$ cat src/hdl/dtec_regs.vh
// Register map, field positions, mode codes and reset values of the dual timer
`ifndef DTEC_REGS_VH
`define DTEC_REGS_VH

// Bus widths
`define DTEC_AW 12
`define DTEC_DW 32

// Register indices; byte address is four times the index
`define DTEC_IDX_TIMER_RUN_AND_FLAG_CONTROL 8'h88
`define DTEC_IDX_TIMER_MODE_CONTROL 8'h89
`define DTEC_IDX_TL0 8'h8A
`define DTEC_IDX_TL1 8'h8B
`define DTEC_IDX_TH0 8'h8C
`define DTEC_IDX_TH1 8'h8D

// Mode control fields
`define DTEC_T1_GATE 7
`define DTEC_T1_SRC 6
`define DTEC_T1_MHI 5
`define DTEC_T1_MLO 4
`define DTEC_T0_GATE 3
`define DTEC_T0_SRC 2
`define DTEC_T0_MHI 1
`define DTEC_T0_MLO 0

// Run and flag control fields
`define DTEC_TF1 7
`define DTEC_TR1 6
`define DTEC_TF0 5
`define DTEC_TR0 4
`define DTEC_IE1 3
`define DTEC_IT1 2
`define DTEC_IE0 1
`define DTEC_IT0 0

// Counter modes
`define DTEC_MODE13 2'h0
`define DTEC_MODE16 2'h1
`define DTEC_MODE8R 2'h2
`define DTEC_MODESPLIT 2'h3

// Counter constants
`define DTEC_ONES13 13'h1FFF
`define DTEC_ONES16 16'hFFFF
`define DTEC_ONES8 8'hFF
`define DTEC_INC13 13'h0001
`define DTEC_INC16 16'h0001
`define DTEC_INC8 8'h01

// Interrupt request line numbers
`define DTEC_IRQ_EXT0 0
`define DTEC_IRQ_TMR0 1
`define DTEC_IRQ_EXT1 2
`define DTEC_IRQ_TMR1 3

// Synchronised input numbers
`define DTEC_PIN_EV0 0
`define DTEC_PIN_EV1 1
`define DTEC_PIN_IRQ0 2
`define DTEC_PIN_IRQ1 3
`define DTEC_NPIN 4

// Reset values
`define DTEC_RST8 8'h00
`define DTEC_RST32 32'h0000_0000

`endif

$ cat src/hdl/dtec_edge_detect.v
// Two-stage input synchroniser with falling-edge detector
`timescale 1ns/10ps
`default_nettype none

module dtec_edge_detect
(
   // Clock, reset, enable
   input wire clk,
   input wire rstN,
   input wire clkEn,
   // Raw pin
   input wire pinIn,
   // Synchronised level and one-cycle falling pulse
   output wire level,
   output wire fall
);

   reg syncA; // First stage, read by second stage only
   reg syncB; // Second stage
   reg prevB; // Previous sample of second stage

   // Two flops, then one more for edge compare
   always @(posedge clk or negedge rstN)
   begin
      if (!rstN)
      begin
         syncA <= 1'b1;
         syncB <= 1'b1;
         prevB <= 1'b1;
      end
      else if (clkEn)
      begin
         syncA <= pinIn;
         syncB <= syncA;
         prevB <= syncB;
      end
   end

   // High to low seen between two samples
   assign fall = prevB & ~syncB & clkEn;
   assign level = syncB;

endmodule // dtec_edge_detect

`default_nettype wire

$ cat src/hdl/dtec_timer_top.v
// Dual timer / event counter with external interrupt flags and APB registers
//
// The APB interface to the registers is this design's own decision.
`timescale 1ns/10ps
`default_nettype none
`include "dtec_regs.vh"

// Notes on behaviour
// - Timer mode counts every clock when enabled
// - Counter mode counts falling event input edges
// - Gating needs run bit and high pin
// - Source select picks event input or clock
// - Two-bit mode field per timer decoded
// - Mode 0 uses high byte plus five
// - Rollover to zero sets overflow flag
// - Run bit never touches count registers
// - Mode 1 is a plain 16-bit counter
// - Mode 2 reloads low from high byte
// - Timer 1 mode 3 holds its count
// - Split low byte uses timer 0 controls
// - Split high byte uses timer 1 run/flag
// - Timer 1 runs silently during split mode
// - Overflow flags cleared by ack or software
// - Run bits at control bits 6, 4
// - Type bit picks edge or level request
// - Type bits at control bits 2, 0
// - Four request lines in fixed order
// - Mode register at 89H, resets zero
// - Ack clears only edge-type external flags
module dtec_timer_top
(
   // Clock, reset, enable
   input wire clk,
   input wire reset_n,
   input wire clkEn,
   // APB slave
   input wire psel,
   input wire penable,
   input wire pwrite,
   input wire [`DTEC_AW-1:0] paddr,
   input wire [`DTEC_DW-1:0] pwdata,
   output reg [`DTEC_DW-1:0] prdata,
   output wire pready,
   output reg pslverr,
   // Pins
   input wire ctr0EventIn,
   input wire ctr1EventIn,
   input wire extIrq0Pin_n,
   input wire extIrq1Pin_n,
   // Interrupt controller
   input wire [3:0] irqAck,
   output wire irqLine0,
   output wire irqLine1,
   output wire irqLine2,
   output wire irqLine3
);

   reg rstMeta; // Reset synchroniser first stage
   reg rstSyncN; // Released reset for all logic

   // Registers
   reg [7:0] timerModeControl; // Mode control
   reg [7:0] timer0CountLow; // Timer 0 low byte
   reg [7:0] timer0CountHigh; // Timer 0 high byte
   reg [7:0] timer1CountLow; // Timer 1 low byte
   reg [7:0] timer1CountHigh; // Timer 1 high byte
   reg ctr0Run; // Timer 0 run
   reg ctr1Run; // Timer 1 run
   reg ctr0OverflowFlag; // Timer 0 overflow
   reg ctr1OverflowFlag; // Timer 1 overflow
   reg extIrq0Flag; // External request 0
   reg extIrq1Flag; // External request 1
   reg extIrq0Type; // 1: edge, 0: level
   reg extIrq1Type; // 1: edge, 0: level

   // Synchronised pins
   wire [`DTEC_NPIN-1:0] pinRaw;
   wire [`DTEC_NPIN-1:0] pinLevel;
   wire [`DTEC_NPIN-1:0] pinFall;

   // Mode control fields
   wire ctr0Gating = timerModeControl[`DTEC_T0_GATE];
   wire ctr1Gating = timerModeControl[`DTEC_T1_GATE];
   wire ctr0SourceSelect = timerModeControl[`DTEC_T0_SRC];
   wire ctr1SourceSelect = timerModeControl[`DTEC_T1_SRC];
   wire [1:0] ctr0Mode = {timerModeControl[`DTEC_T0_MHI], timerModeControl[`DTEC_T0_MLO]};
   wire [1:0] ctr1Mode = {timerModeControl[`DTEC_T1_MHI], timerModeControl[`DTEC_T1_MLO]};

   // Count enables
   wire ctr0Enable;
   wire ctr1Enable;
   wire tick0;
   wire tick1;
   wire splitMode;
   wire splitTick;

   // Next values
   reg [7:0] next_tl0;
   reg [7:0] next_th0;
   reg [7:0] next_tl1;
   reg [7:0] next_th1;
   reg setTf0;
   reg setTf1;
   reg [16:0] step0;
   reg [16:0] step1;

   // Bus decode
   wire setupPhase;
   wire writeAccess;
   wire hitTcon;
   wire hitTmod;
   wire hitTl0;
   wire hitTl1;
   wire hitTh0;
   wire hitTh1;
   wire anyHit;
   wire [7:0] wrByte;
   reg [7:0] tconValue;
   reg [7:0] readByte;

   // One counting step for modes 0, 1, 2; default is plain 8-bit low byte
   // Returns {overflow, high, low}
   function [16:0] cntStep;
      input [1:0] mode;
      input [7:0] hi;
      input [7:0] lo;
      reg [12:0] c13;
      reg [15:0] c16;
      begin
         c13 = {hi, lo[4:0]};
         c16 = {hi, lo};
         case (mode)
            `DTEC_MODE13:
            begin
               // Upper three low-byte bits left as they are
               c13 = c13 + `DTEC_INC13;
               cntStep = {({hi, lo[4:0]} == `DTEC_ONES13), c13[12:5], lo[7:5], c13[4:0]};
            end
            `DTEC_MODE16:
            begin
               c16 = c16 + `DTEC_INC16;
               cntStep = {({hi, lo} == `DTEC_ONES16), c16};
            end
            `DTEC_MODE8R:
            begin
               // Low byte overflow reloads from high byte
               if (lo == `DTEC_ONES8)
                  cntStep = {1'b1, hi, hi};
               else
                  cntStep = {1'b0, hi, lo + `DTEC_INC8};
            end
            default:
            begin
               // Free 8-bit low byte, high byte untouched
               cntStep = {(lo == `DTEC_ONES8), hi, lo + `DTEC_INC8};
            end
         endcase
      end
   endfunction

   // Reset release through two flops
   always @(posedge clk or negedge reset_n)
   begin
      if (!reset_n)
      begin
         rstMeta <= 1'b0;
         rstSyncN <= 1'b0;
      end
      else
      begin
         rstMeta <= 1'b1;
         rstSyncN <= rstMeta;
      end
   end

   // Pin synchronisers and edge detectors
   assign pinRaw = {extIrq1Pin_n, extIrq0Pin_n, ctr1EventIn, ctr0EventIn};

   genvar gi;
   generate
      for (gi = 0; gi < `DTEC_NPIN; gi = gi + 1)
      begin : gPin
         dtec_edge_detect uEdge
         (
            .clk(clk),
            .rstN(rstSyncN),
            .clkEn(clkEn),
            .pinIn(pinRaw[gi]),
            .level(pinLevel[gi]),
            .fall(pinFall[gi])
         );
      end
   endgenerate

   // Run bit, optionally gated by external pin held high
   assign ctr0Enable = ctr0Run & (~ctr0Gating | pinLevel[`DTEC_PIN_IRQ0]);
   assign ctr1Enable = ctr1Run & (~ctr1Gating | pinLevel[`DTEC_PIN_IRQ1]);

   // Source: clock every cycle, or event falling edge
   assign tick0 = clkEn & ctr0Enable & (ctr0SourceSelect ? pinFall[`DTEC_PIN_EV0] : 1'b1);
   // Timer 1 in its own mode 3 acts as stopped
   assign tick1 = clkEn & ctr1Enable & (ctr1Mode != `DTEC_MODESPLIT)
      & (ctr1SourceSelect ? pinFall[`DTEC_PIN_EV1] : 1'b1);

   // Split high byte counts clocks under timer 1 run bit
   assign splitMode = (ctr0Mode == `DTEC_MODESPLIT);
   assign splitTick = clkEn & splitMode & ctr1Run;

   // Counter next values and overflow events
   always @*
   begin
      step0 = cntStep(ctr0Mode, timer0CountHigh, timer0CountLow);
      step1 = cntStep(ctr1Mode, timer1CountHigh, timer1CountLow);
      next_tl0 = timer0CountLow;
      next_th0 = timer0CountHigh;
      next_tl1 = timer1CountLow;
      next_th1 = timer1CountHigh;
      setTf0 = 1'b0;
      setTf1 = 1'b0;
      // Timer 0 (low byte only in split mode)
      if (tick0)
      begin
         next_th0 = step0[15:8];
         next_tl0 = step0[7:0];
         setTf0 = step0[16];
      end
      // Split high byte, owns timer 1 flag
      if (splitTick)
      begin
         next_th0 = timer0CountHigh + `DTEC_INC8;
         setTf1 = (timer0CountHigh == `DTEC_ONES8);
      end
      // Timer 1, silent while timer 0 is split
      if (tick1)
      begin
         next_th1 = step1[15:8];
         next_tl1 = step1[7:0];
         if (!splitMode)
            setTf1 = step1[16];
      end
   end

   // APB decode, zero wait states
   assign setupPhase = psel & ~penable;
   assign writeAccess = psel & penable & pwrite & clkEn;
   assign hitTcon = (paddr == {2'h0, `DTEC_IDX_TIMER_RUN_AND_FLAG_CONTROL, 2'h0});
   assign hitTmod = (paddr == {2'h0, `DTEC_IDX_TIMER_MODE_CONTROL, 2'h0});
   assign hitTl0 = (paddr == {2'h0, `DTEC_IDX_TL0, 2'h0});
   assign hitTl1 = (paddr == {2'h0, `DTEC_IDX_TL1, 2'h0});
   assign hitTh0 = (paddr == {2'h0, `DTEC_IDX_TH0, 2'h0});
   assign hitTh1 = (paddr == {2'h0, `DTEC_IDX_TH1, 2'h0});
   assign anyHit = hitTcon | hitTmod | hitTl0 | hitTl1 | hitTh0 | hitTh1;
   assign wrByte = pwdata[7:0];
   assign pready = 1'b1;

   // Run and flag register image
   always @*
   begin
      tconValue = `DTEC_RST8;
      tconValue[`DTEC_TF1] = ctr1OverflowFlag;
      tconValue[`DTEC_TR1] = ctr1Run;
      tconValue[`DTEC_TF0] = ctr0OverflowFlag;
      tconValue[`DTEC_TR0] = ctr0Run;
      tconValue[`DTEC_IE1] = extIrq1Flag;
      tconValue[`DTEC_IT1] = extIrq1Type;
      tconValue[`DTEC_IE0] = extIrq0Flag;
      tconValue[`DTEC_IT0] = extIrq0Type;
   end

   // Read multiplexer
   always @*
   begin
      case (1'b1)
         hitTcon: readByte = tconValue;
         hitTmod: readByte = timerModeControl;
         hitTl0: readByte = timer0CountLow;
         hitTl1: readByte = timer1CountLow;
         hitTh0: readByte = timer0CountHigh;
         hitTh1: readByte = timer1CountHigh;
         default: readByte = `DTEC_RST8;
      endcase
   end

   // Read data and error captured in the setup cycle
   always @(posedge clk or negedge rstSyncN)
   begin
      if (!rstSyncN)
      begin
         prdata <= `DTEC_RST32;
         pslverr <= 1'b0;
      end
      else if (clkEn && setupPhase)
      begin
         prdata <= {24'h00_0000, readByte};
         pslverr <= ~anyHit;
      end
   end

   // Mode and run/type control bits
   always @(posedge clk or negedge rstSyncN)
   begin
      if (!rstSyncN)
      begin
         timerModeControl <= `DTEC_RST8;
         ctr0Run <= 1'b0;
         ctr1Run <= 1'b0;
         extIrq0Type <= 1'b0;
         extIrq1Type <= 1'b0;
      end
      else if (writeAccess)
      begin
         if (hitTmod)
            timerModeControl <= wrByte;
         // Run and type bits only; counts are left alone
         if (hitTcon)
         begin
            ctr1Run <= wrByte[`DTEC_TR1];
            ctr0Run <= wrByte[`DTEC_TR0];
            extIrq1Type <= wrByte[`DTEC_IT1];
            extIrq0Type <= wrByte[`DTEC_IT0];
         end
      end
   end

   // Overflow flags: hardware set beats ack and software clear
   always @(posedge clk or negedge rstSyncN)
   begin
      if (!rstSyncN)
      begin
         ctr0OverflowFlag <= 1'b0;
         ctr1OverflowFlag <= 1'b0;
      end
      else if (clkEn)
      begin
         ctr0OverflowFlag <= setTf0 | (~irqAck[`DTEC_IRQ_TMR0]
            & ((writeAccess & hitTcon) ? wrByte[`DTEC_TF0] : ctr0OverflowFlag));
         ctr1OverflowFlag <= setTf1 | (~irqAck[`DTEC_IRQ_TMR1]
            & ((writeAccess & hitTcon) ? wrByte[`DTEC_TF1] : ctr1OverflowFlag));
      end
   end

   // External request flags: edge latched, or level followed
   always @(posedge clk or negedge rstSyncN)
   begin
      if (!rstSyncN)
      begin
         extIrq0Flag <= 1'b0;
         extIrq1Flag <= 1'b0;
      end
      else if (clkEn)
      begin
         // Request 0
         if (extIrq0Type)
            extIrq0Flag <= pinFall[`DTEC_PIN_IRQ0] | (~irqAck[`DTEC_IRQ_EXT0]
               & ((writeAccess & hitTcon) ? wrByte[`DTEC_IE0] : extIrq0Flag));
         else
            extIrq0Flag <= ~pinLevel[`DTEC_PIN_IRQ0];
         // Request 1
         if (extIrq1Type)
            extIrq1Flag <= pinFall[`DTEC_PIN_IRQ1] | (~irqAck[`DTEC_IRQ_EXT1]
               & ((writeAccess & hitTcon) ? wrByte[`DTEC_IE1] : extIrq1Flag));
         else
            extIrq1Flag <= ~pinLevel[`DTEC_PIN_IRQ1];
      end
   end

   // Count registers: software write beats counting
   always @(posedge clk or negedge rstSyncN)
   begin
      if (!rstSyncN)
      begin
         timer0CountLow <= `DTEC_RST8;
         timer0CountHigh <= `DTEC_RST8;
         timer1CountLow <= `DTEC_RST8;
         timer1CountHigh <= `DTEC_RST8;
      end
      else if (clkEn)
      begin
         timer0CountLow <= (writeAccess & hitTl0) ? wrByte : next_tl0;
         timer0CountHigh <= (writeAccess & hitTh0) ? wrByte : next_th0;
         timer1CountLow <= (writeAccess & hitTl1) ? wrByte : next_tl1;
         timer1CountHigh <= (writeAccess & hitTh1) ? wrByte : next_th1;
      end
   end

   // Request lines straight from flag flops
   assign irqLine0 = extIrq0Flag;
   assign irqLine1 = ctr0OverflowFlag;
   assign irqLine2 = extIrq1Flag;
   assign irqLine3 = ctr1OverflowFlag;

endmodule // dtec_timer_top

`default_nettype wire

$ cat config.mk
export PLATFORM = sky130hd
export DESIGN_NAME = dtec_timer_top
export DESIGN_NICKNAME = d
export VERILOG_FILES = /design/src/hdl/dtec_edge_detect.v /design/src/hdl/dtec_timer_top.v
export VERILOG_INCLUDE_DIRS = /design/src /design/src/hdl
export SDC_FILE = /design/constraint.sdc
export NUM_CORES = 1
export LEC_CHECK = 0
export BUFFER_PORTS_ARGS = -buffer_cell sky130_fd_sc_hd__buf_2
export CAP_MARGIN = 15
export CORE_ASPECT_RATIO = 0.5
export CORE_MARGIN = 8
export CORE_UTILIZATION = 61
export DETAILED_ROUTE_END_ITERATION = 8
export MAX_ROUTING_LAYER = met4
export PLACE_DENSITY = 0.85
export SLEW_MARGIN = 20
export SYNTH_ARGS = -nofsm -noshare
export SYNTH_HDL_FRONTEND = slang
export SYNTH_HIERARCHICAL = 1
export SYNTH_SLANG_ARGS = --single-unit
$ cat constraint.sdc
create_clock -name clk -period 4.4 [get_ports clk]
set_clock_uncertainty 0.15 [all_clocks]
set_input_delay 0.22 -clock clk [delete_from_list [all_inputs] [get_ports clk]]
set_output_delay 0.22 -clock clk [all_outputs]
set_load 0.1 [all_outputs]
==> results of run 1 <==
-- cell families (layout without fill, tap and decap cells) --
group	after synthesis	after routing	synth area share [%]
AO/OA/AOI/OAI	176	176	22.5
XOR/XNOR	17	17	2.96
adder cells (fa/ha/maj)	3	3	0.747
buffers and inverters	70	81	7.41
flip-flops	71	71	35.6
multiplexers	33	33	7.14
other	2	26	0.149
AND/OR/NAND/NOR	234	234	23.5
-- per-layer routing --
metal / GRT usage (%) / wire, um
met4: 8.03 / 302
met5: - / 0
met2: 42.5 / 6880
met3: 6.86 / 1800
met1: 37.4 / 6510
-- synth_stat cells (3+ instances only) --
cell	n
buf_2	6
buf_4	25
nor2_1	54
and3_1	9
nor3_1	16
inv_1	11
o2bb2ai_1	4
o2111ai_1	4
a311oi_1	3
nor3_2	4
a21o_1	10
dfrtp_1	59
xor2_1	5
a21oi_1	41
nand2_1	77
nand3_1	15
nand2b_1	6
xnor2_1	12
and2_1	4
o211ai_1	6
and3b_2	4
o21ai_0	51
or3_1	3
nor4_1	8
o31ai_1	6
o22a_1	3
mux2i_1	10
a222oi_1	5
mux2_2	23
buf_1	4
o21ai_1	5
o32ai_1	3
a31oi_1	8
nor2b_1	7
o31a_1	3
ha_1	3
dfstp_2	12
nand4_1	12
clkbuf_1	22
-- per-stage QoR --
step	total power, uW	instances	hold slack (ns)	area [um2]
after floorplan	903	630	-0.226	5120
after global placement	936	731	-0.143	5170
after detailed placement	940	731	-0.143	5170
after CTS	1660	753	0.0341	5530
after global routing	1720	753	0.0638	5530
final	1660	753	0.0515	5530
-- final cells by class --
cell class / count / area (um2)
multi-input combinational: 489 / 2960
fill: 669 / 2470
sequential: 71 / 1790
timing repair buffer: 54 / 305
clock buffer: 10 / 229
tap: 112 / 140
clock inverter: 6 / 61.3
inverter: 11 / 41.3
-- worst register-to-register path: stages, from the launching register on --
cell	delay, ns
dfrtp_1	0.44
ha_1	0.27
nand4_1	0.37
nor2_1	0.57
a21oi_1	0.15
o31ai_1	0.30
xnor2_1	0.15
o21ai_0	0.08
-- state kept, by name, indices dropped and copies added (netlist names), 4 cells and up --
register	cells
cntStep.hi	8
cntStep.lo	8
gPin.uEdge/level	4
gPin.uEdge/prevB	4
gPin.uEdge/syncA	4
prdata	8
timer0CountHigh	8
timer0CountLow	8
timerModeControl	8
-- power groups by stage --
stage	Clock (uW)	Sequential [uW]	Combinational, uW
finish	726	708	228
global route	766	712	239
CTS	732	708	225
detailed placement	0	719	221
global placement	0	718	219
floorplan	0	738	165
-- path summary, 6_finish.rpt --
kind,depth (start not counted),slack [ns],end,startpoint
max in group asynchronous,1,2.94,gPin[2].uEdge/prevB$_DFFE_PN1P_,rstSyncN$_DFF_PN0_
setup / recovery,7,1.79,timer0CountHigh[0]$_DFFE_PN0P_,timer0CountLow[0]$_DFFE_PN0P_
hold / removal,2,0.05,rstSyncN$_DFF_PN0_,reset_n
setup reg to reg,7,1.79,timer0CountHigh[0]$_DFFE_PN0P_,timer0CountLow[0]$_DFFE_PN0P_
hold reg to reg,0,0.15,cntStep.lo[7]$_DFFE_PN0P_,rstSyncN$_DFF_PN0_
min in group clk,3,0.06,timer0CountLow[0]$_DFFE_PN0P_,pwdata[0]
-- cells in the final DEF, fill, tap and decap left out, types with 15 or more instances in the layout --
cell type / Yosys / layout
nor3_1: 16 / 16
o21ai_0: 51 / 51
buf_2: 6 / 46
nor2_1: 54 / 54
nand2_1: 77 / 77
a21oi_1: 41 / 41
dfrtp_1: 59 / 58
mux2_2: 23 / 23
nand3_1: 15 / 15
conb_1: 2 / 26
==> out/qor.yml, run 1 <==
status:
  status: "finished, final reports clean"
synthesis:
  ys_ff_latch: 71
  synth_area_um2: 5030
  yosys_warnings: 6
  yosysSeqAreaShare_pct: 35.6
  yosys.area.top_type: "dfrtp_1"
  synth_flop_cell: "dfrtp_1"
  synth_edf_count: 0
  async_reset_ff_share_pct: 100
  synthCells: 606
  synth_cell_type_count: 71
  syn_area_per_cell_um2: 8.30
  synth_area_leaders: "dfrtp_1 (29%), dfstp_2 (6.3%), nand2_1 (5.7%)"
  yosysTopAreaCellShare_pct: 29.4
clock_tree:
  cts_resized: 0
  cts_buffer_depth: 2
  cts_setup_buffers: 0
  path_clk_slew_ns: 0.06
  cts_hold_buf: 6
  numCtsBuffers: 9
  cts_tree: "yes"
  cts-root-buf: "clkbuf_16"
  htreeDepth: 3
  insertion_delay_ns: 0.34
  cts_sinks: 71
setup_path:
  cp_cell_sequence: "ha_1, nand4_1, nor2_1, a21oi_1, o31ai_1, xnor2_1, o21ai_0"
  max_stage_delay_ns: 0.56
  required_ns: 4.46
  slowest_stage: "nor2_1"
  path_delay_family: "simple AND/OR/NAND/NOR gates"
  cp_max_fo: 9
  worst-path-buf-inv: 0
  critPathKind: "flip-flop to flip-flop"
  crit_path_end_kind: "flip-flop"
  cp.arrival_ns: 2.66
  start_kind: "flip-flop"
power:
  ir_worst_vdd_mv: 0.233
  combPwrFrac_pct: 13.7
  cellPowerDensity_nw_per_um2: 301
  p_int_uw: 1170
  switchingPower_uw: 490
  power.leakage_uw: 0.00228
  seqPwrFrac_pct: 42.6
  clkPwrFrac_pct: 43.7
  swShare_pct: 29.5
sta:
  tightestPinTransition_ns: 0.938
  relSlewSlack_pct: 36.8
  timing.final.hold_violations: 0
  period_minus_slack_ns: 2.61
  max_freq_mhz: 384
  setup_viol: 0
  tns_ns: 0
  finalMaxSlewViolations: 0
  rsz0062_at_grt: "no"
  final.setup.worst_slack_ns: 1.79
  min_period_over_period_pct: 59.2
final_layout:
  area_delta_synth_final_pct: 9.88
  antenna-diode-count: 0
  final_util_pct: 69.1
  fin_nets: 697
  final_layout_size_suffix_gt1_share_pct: 18.6
global_route:
  track_usage_pct: 28.3
  grt_max_degree: 41
  grt_pass1_vias: 4622
  antenna_found_initial: 0
  overflow: 0
  grt_pass1_wl_mm: 24.8
run:
  drv_cap: 0
worst_hold_path:
  hold_path_class: "input pin to async pin"
floorplan:
  die_w_um: 144
  die_y_um: 80.2
  start_util_pct: 62.9
  top_level_ports: 96
  core_area_um2: 8000
  dieArea_um2: 11600
  rows: 23
detailed_routing:
  drt-initial-drc-count: 536
  routed_wl_mm: 15.5
  detail_route.first_pass.iterations: 5
  vias: 4878
  route.detailed.drc: 0
  detail-route-antenna-nets: 0
  viasPerCell: 6.48
  wire_per_inst_um: 20.6
placement:
  portBuffers: 46
  routabilityCongestion: 0.965
  place_ws_ns: 1.69
  dp_hpwl_mm: 11.2
(Power assumes the default switching activity.)
==> run 2, diff against run 1 <==
Settings changed: ABC_AREA set to 1, CORE_UTILIZATION 61 to 52, PLACE_DENSITY 0.85 to 0.76.
Clock period 4.4 ns to 2.25 ns, I/O delays scaled along.
==> out/qor.yml, run 2 <==
floorplan:
  die_y_um: 90.2  # +13%
  dieArea_um2: 14800  # +28%
  die_w_um: 164  # +14%
  start_util_pct: 52.7  # -10 points
  rows: 27  # +17%
  core_area_um2: 10900  # +36%
  top_level_ports: 96  # unchanged
global_route:
  antenna_found_initial: 1  # +1
  grt_pass1_wl_mm: 29.3  # +18%
  overflow: 0  # unchanged
  grt_max_degree: 70  # +71%
  track_usage_pct: 25.4  # -2.9 points
  grt_pass1_vias: 5656  # +22%
sta:
  relSlewSlack_pct: 65.9  # +29 points
  period_minus_slack_ns: 2.07
  finalMaxSlewViolations: 0  # unchanged
  rsz0062_at_grt: "no"
  whs_ns: 0.0268  # -0.0248 ns
  max_freq_mhz: 484
  final.setup.worst_slack_ns: 0.183  # -1.61 ns
  tightestPinTransition_ns: 0.511  # -0.427 ns
  setup_viol: 0  # unchanged
  timing.final.hold_violations: 0  # unchanged
  min_period_over_period_pct: 91.9
  tns_ns: 0  # unchanged
worst_hold_path:
  hold_path_class: "input pin to flip-flop"
  holdPathStages: 6
  worstHoldEndpoint: "irqLine3$_DFFE_PN0P_"
  min-delay-start: "irqAck[3]"
detailed_routing:
  viasPerCell: 5.44  # -16%
  wire_per_inst_um: 16.1  # -22%
  detail_route.first_pass.iterations: 5  # unchanged
  vias: 6142  # +26%
  routed_wl_mm: 18.2  # +18%
  drt-initial-drc-count: 600  # +12%
  route.detailed.drc: 0  # unchanged
  detail-route-antenna-nets: 0  # unchanged
synthesis:
  yosys-top-cells-count: "nand2_1 (297), inv_1 (104), nand3_1 (100), nor2_1 (85), o21ai_0 (60)"
  synth_area_leaders: "dfrtp_1 (26%), nand2_1 (19%), nand3_1 (8.7%)"
  synth_area_um2: 5730  # +14%
  yosysTopAreaCellShare_pct: 25.8  # -3.6 points
  yosysSeqAreaShare_pct: 31.3  # -4.4 points
  synth_cell_type_count: 38  # -46%
  yosys.area.top_type: "dfrtp_1"
  synth_flop_cell: "dfrtp_1"
  yosysMostFrequentCell: "nand2_1"
  syn_area_per_cell_um2: 6.31  # -24%
  yosys_warnings: 6  # unchanged
  async_reset_ff_share_pct: 100  # unchanged
  synth_edf_count: 0  # unchanged
  synthCells: 908  # +50%
  ys_ff_latch: 71  # unchanged
power:
  power.leakage_uw: 0.00341  # +49%
  cellPowerDensity_nw_per_um2: 525  # +75%
  fin_total_pwr_uw: 3460  # +110%
  ir_worst_vdd_mv: 0.446  # +92%
final_layout:
  fill_cells: 1058  # +58%
  final_layout_size_suffix_gt1_share_pct: 15.0  # -3.5 points
  final_util_pct: 60.6  # -8.4 points
  layout_commonest_cell: "nand2_1"
  mostFrequentLayoutCells: "nand2_1 (297), inv_1 (103), nand3_1 (100)"
  area_delta_synth_final_pct: 15.1
  fin_nets: 1040  # +49%
clock_tree:
  cts_buffer_depth: 2  # unchanged
  htreeDepth: 3  # unchanged
  numCtsBuffers: 9  # unchanged
  cts_sinks: 71  # unchanged
  cts_tree: "yes"
  path_clk_slew_ns: 0.06  # about the same
  cts-root-buf: "clkbuf_16"
  insertion_delay_ns: 0.34  # about the same
setup_path:
  r2r_cells: 11  # +4
  reg2reg_setup_slack_ns: 0.20  # -1.59 ns
  critPathKind: "input pin to flip-flop"
  required_ns: 2.33  # -2.13 ns
  cp.arrival_ns: 2.14  # -0.52 ns
  start_kind: "input pin"
  cp_max_fo: 7  # -2
  reg2reg_to: "irqLine3$_DFFE_PN0P_"
  crit_path_end_kind: "flip-flop"
  worstReg2RegStart: "cntStep.lo[0]$_DFFE_PN0P_"
placement:
  place_ws_ns: 0.278  # -1.41 ns
  portBuffers: 46  # unchanged
  routabilityCongestion: 0.991  # +2.6%
  dp_hpwl_mm: 13.9  # +24%
status:
  status: "finished, final reports clean"
run:
  drv_cap: 0  # unchanged
[run 2: cell types whose count changed after synthesis, sizes merged, moves of 10 or more]
cell    change
a21o       -10
a21oi      -20
clkbuf     -20
inv       +104
mux2       -23
mux2i      -10
nand2     +226
nand3      +88
nor2       +46
nor3       -14
o21ai      +20
xnor2      -12
[run 2: final cells by class]
type | instances | area, um2 | area share [%]
clock buffers | 13 | 314 | 4.76
clock inverters | 3 | 26.3 | 0.398
flip-flops and latches | 71 | 1790 | 27.2
diodes | 1 | 2.50 | 0.0379
inverters | 118 | 443 | 6.71
well taps | 145 | 181 | 2.75
repair buffers | 84 | 566 | 8.57
multi-input cells | 695 | 3270 | 49.6
[run 2: timing repair]
| action | 4_1_cts | 5_1_grt |
|---|---|---|
| endpoints found under the hold margin | 22 | 0 |
| endpoints found under the setup margin | 0 | 4 |
| buffers inserted | 0 | 1 |
| hold buffers | 15 | 0 |
| gates resized for setup | 0 | 1 |
[run 2: logic make-up (layout without fill, tap and decap cells)]
kind of cell | Yosys count | count (layout) | synth area share, %
compound gates | 116 | 116 | 11.2
simple gates | 541 | 541 | 42.2
fa+ha+maj | 3 | 3 | 0.655
xor+xnor | 9 | 9 | 1.38
buf+inv | 166 | 218 | 13.3
flops | 71 | 71 | 31.3
other cells | 2 | 27 | 0.131
[run 2: per-stage QoR]
step | cells | instance area, um2
floorplan | 932 | 5820
global placement | 1097 | 6100
detailed placement | 1097 | 6100
CTS | 1128 | 6590
global route | 1130 | 6600
finish | 1130 | 6600
[run 2: worst max path at each step]
stage | from | endpoint | slack (ns)
after floorplan | gPin[0].uEdge/level$_DFFE_PN1P_ | timer0CountHigh[1]$_DFFE_PN0P_ | 0.45
after global placement | paddr[8] | timer0CountHigh[1]$_DFFE_PN0P_ | 0.31
after detailed placement | paddr[8] | timer0CountHigh[5]$_DFFE_PN0P_ | 0.28
after CTS | clkEn | timer0CountHigh[3]$_DFFE_PN0P_ | 0.18
after global routing | paddr[5] | prdata[2]$_DFFE_PN0P_ | 0.06
final | paddr[5] | prdata[2]$_DFFE_PN0P_ | 0.18
[run 2: power by group]
group	internal [uW]	switching (uW)	leakage [uW]
logic	93.1	411	0.00235
registers	1330	32.0	0.000888
clock network	988	610	0.000168
[run 2: worst max-delay path: stages]
cell	delay [ns]
dlygate4sd3_1	0.53
buf_2	0.15
inv_2	0.04
nor2_1	0.03
nand2_1	0.25
inv_1	0.19
nand3_1	0.25
nor2_1	0.08
nor2_1	0.24
nand4_1	0.14
nand2_1	0.09
nand2_1	0.05
[run 2: routing by layer]
metal / track usage [%] / part of all wire (%) / up-vias / wire length, um
met4: 7.23 / 1.7 / 0 / 306
met2: 37.0 / 43 / 295 / 7780
li1: - / - / 3000 / -
met1: 35.4 / 46 / 2823 / 8360
met3: 4.69 / 9.7 / 24 / 1770
met5: - / 0 / - / 0
==> run 3, diff against run 2 <==
Settings changed: REMOVE_ABC_BUFFERS set to 1.
==> out/qor.yml, run 3 (synthesis gave the netlist of run 2 again) <==
status:
  status: "finished, final reports clean"
floorplan:
  core_area_um2: 10900  # unchanged
  top_level_ports: 96  # unchanged
  dieArea_um2: 14800  # unchanged
  die_y_um: 90.2  # unchanged
  rows: 27  # unchanged
  start_util_pct: 52.7  # unchanged
  die_w_um: 164  # unchanged
detailed_routing:
  viasPerCell: 5.44  # +0.13%
  detail_route.first_pass.iterations: 6  # +1
  route.detailed.drc: 0  # unchanged
  wire_per_inst_um: 15.6  # -3.0%
  vias: 6128  # -0.23%
  detail-route-antenna-nets: 0  # unchanged
  routed_wl_mm: 17.6  # -3.4%
  drt-initial-drc-count: 584  # -2.7%
sta:
  tightestPinTransition_ns: 0.536  # +0.0250 ns
  min_period_over_period_pct: 91.8  # about the same
  max_freq_mhz: 484  # about the same
  tns_ns: 0  # unchanged
  rsz0062_at_grt: "no"
  setup_viol: 0  # unchanged
  whs_ns: 0.00382  # -0.0229 ns
  timing.final.hold_violations: 0  # unchanged
  finalMaxSlewViolations: 0  # unchanged
  relSlewSlack_pct: 64.2  # -1.6 points
  period_minus_slack_ns: 2.07  # -0.00178 ns
power:
  clkPwrFrac_pct: 42.6  # -3.5 points
  swShare_pct: 30.2  # -0.19 points
  p_int_uw: 2260  # -6.4%
  power.leakage_uw: 0.00337  # -1.2%
  cellPowerDensity_nw_per_um2: 496  # -5.6%
  combPwrFrac_pct: 15.2  # +0.7 points
  ir_worst_vdd_mv: 0.438  # -1.7%
  seqPwrFrac_pct: 42.2  # +2.8 points
  switchingPower_uw: 975  # -7.3%
setup_path:
  critPathKind: "input pin to flip-flop"
  start_kind: "input pin"
  crit_path_end_kind: "flip-flop"
  required_ns: 2.30  # -0.03 ns
  slowest_stage: "dlygate4sd3_1"
  cp_cell_sequence: "dlygate4sd3_1, buf_2, nand2_2, nor2_4, buf_4, nand3b_4, nand2_1, inv_1, nand2_1, o211ai_1"
  crit_path_frequent_cell: "nand2_1"
  cp_max_fo: 12  # +5
  max_stage_delay_ns: 0.53  # about the same
  cp.arrival_ns: 2.11  # -0.03 ns
final_layout:
  area_delta_synth_final_pct: 13.8
  final_layout_size_suffix_gt1_share_pct: 14.9  # -0.16 points
  fin_nets: 1037  # -0.29%
  fill_cells: 1040  # -1.7%
  layout_commonest_cell: "nand2_1"
  antenna-diode-count: 0  # -1
  mostFrequentLayoutCells: "nand2_1 (296), inv_1 (104), nand3_1 (100)"
run:
  drv_cap: 0  # unchanged
clock_tree:
  cts_setup_buffers: 0  # unchanged
  htreeDepth: 3  # unchanged
  cts_sinks: 71  # unchanged
  path_clk_slew_ns: 0.06  # about the same
  cts_tree: "yes"
  cts-root-buf: "clkbuf_16"
  numCtsBuffers: 9  # unchanged
  insertion_delay_ns: 0.33  # about the same
  cts_buffer_depth: 2  # unchanged
global_route:
  overflow: 0  # unchanged
  grt_pass1_vias: 5616  # -0.71%
  grt_max_degree: 70  # unchanged
  grt_pass1_wl_mm: 28.7  # -1.9%
  antenna_found_initial: 0  # -1
  track_usage_pct: 24.6  # -0.82 points
worst_hold_path:
  hold_path_class: "input pin to flip-flop"
placement:
  routabilityCongestion: 0.984  # -0.69%
  portBuffers: 46  # unchanged
  dp_hpwl_mm: 13.6  # -1.9%
-- run 3: changes by cell type in the layout (fill, tap and decap cells not counted), moves of 2 or more --
cell	delta
clkbuf_1	+2
clkbuf_16	-3
clkbuf_8	+2
clkinv_4	-2
clkinvlp_4	+2
dlygate4sd3_1	-3
-- run 3: layer usage --
layer / up-vias / global-route usage [%] / share of wire (%)
met5: - / - / 0
met4: 0 / 6.86 / 2.1
met3: 39 / 4.87 / 10
met2: 300 / 36.2 / 43
met1: 2798 / 33.8 / 45
li1: 2991 / - / -
-- run 3: worst paths after layout --
kind,start,endpoint,slack [ns],cells past startpoint
setup / recovery,clkEn,timer0CountLow[0]$_DFFE_PN0P_,0.18,10
hold / removal,paddr[5],pslverr$_DFFE_PN0P_,0.004,4
setup reg to reg,cntStep.lo[0]$_DFFE_PN0P_,irqLine3$_DFFE_PN0P_,0.23,11
hold reg to reg,rstSyncN$_DFF_PN0_,timer0CountLow[5]$_DFFE_PN0P_,0.12,1
max in group asynchronous,reset_n,rstSyncN$_DFF_PN0_,1.35,3
min in group asynchronous,rstSyncN$_DFF_PN0_,timer0CountLow[5]$_DFFE_PN0P_,0.12,1
-- run 3: critical path, delay by kind of cell --
kind / cells / cell delay, ns
buffers and inverters: 4 / 1.04
and+or+nand+nor: 5 / 0.86
AOI/OAI and AO/OA: 1 / 0.09
-- run 3: power by group through the flow --
stage          clock network (uW)  registers, uW  logic, uW
5_1_grt                      1440           1370        523
4_1_cts                      1390           1360        489
3_5_place_dp                    0           1380        472
6_report                     1380           1360        492
2_1_floorplan                   0           1460        280
3_3_place_gp                    0           1380        469
-- run 3: final cells by class --
cell class	instances	area, um2	share of cell area (%)
Clock buffer	14	274	4.20
Tap cell	145	181	2.78
Clock inverter	2	15.0	0.230
Inverter	118	443	6.79
Timing Repair Buffer	81	536	8.21
Sequential cell	71	1790	27.5
Multi-Input combinational cell	695	3280	50.3
-- run 3: repair_timing --
| item | in CTS | in global routing |
|---|---|---|
| hold endpoints to repair | 18 | 0 |
| endpoints found under the setup margin | 0 | 5 |
| hold buffers | 12 | 0 |
| resized for setup | 0 | 2 |
-- run 3: per-stage QoR --
step                      util (%)  area (um2)  instances  setup slack, ns  power (uW)
final                         60.0        6520       1126            0.185        3230
after global routing          60.0        6520       1126           0.0117        3330
after CTS                     59.9        6510       1126            0.143        3240
after detailed placement      56.1        6100       1098            0.284        1860
after global placement        56.1        6100       1098            0.291        1850
after floorplan                  -        5510        884         -0.00260        1740
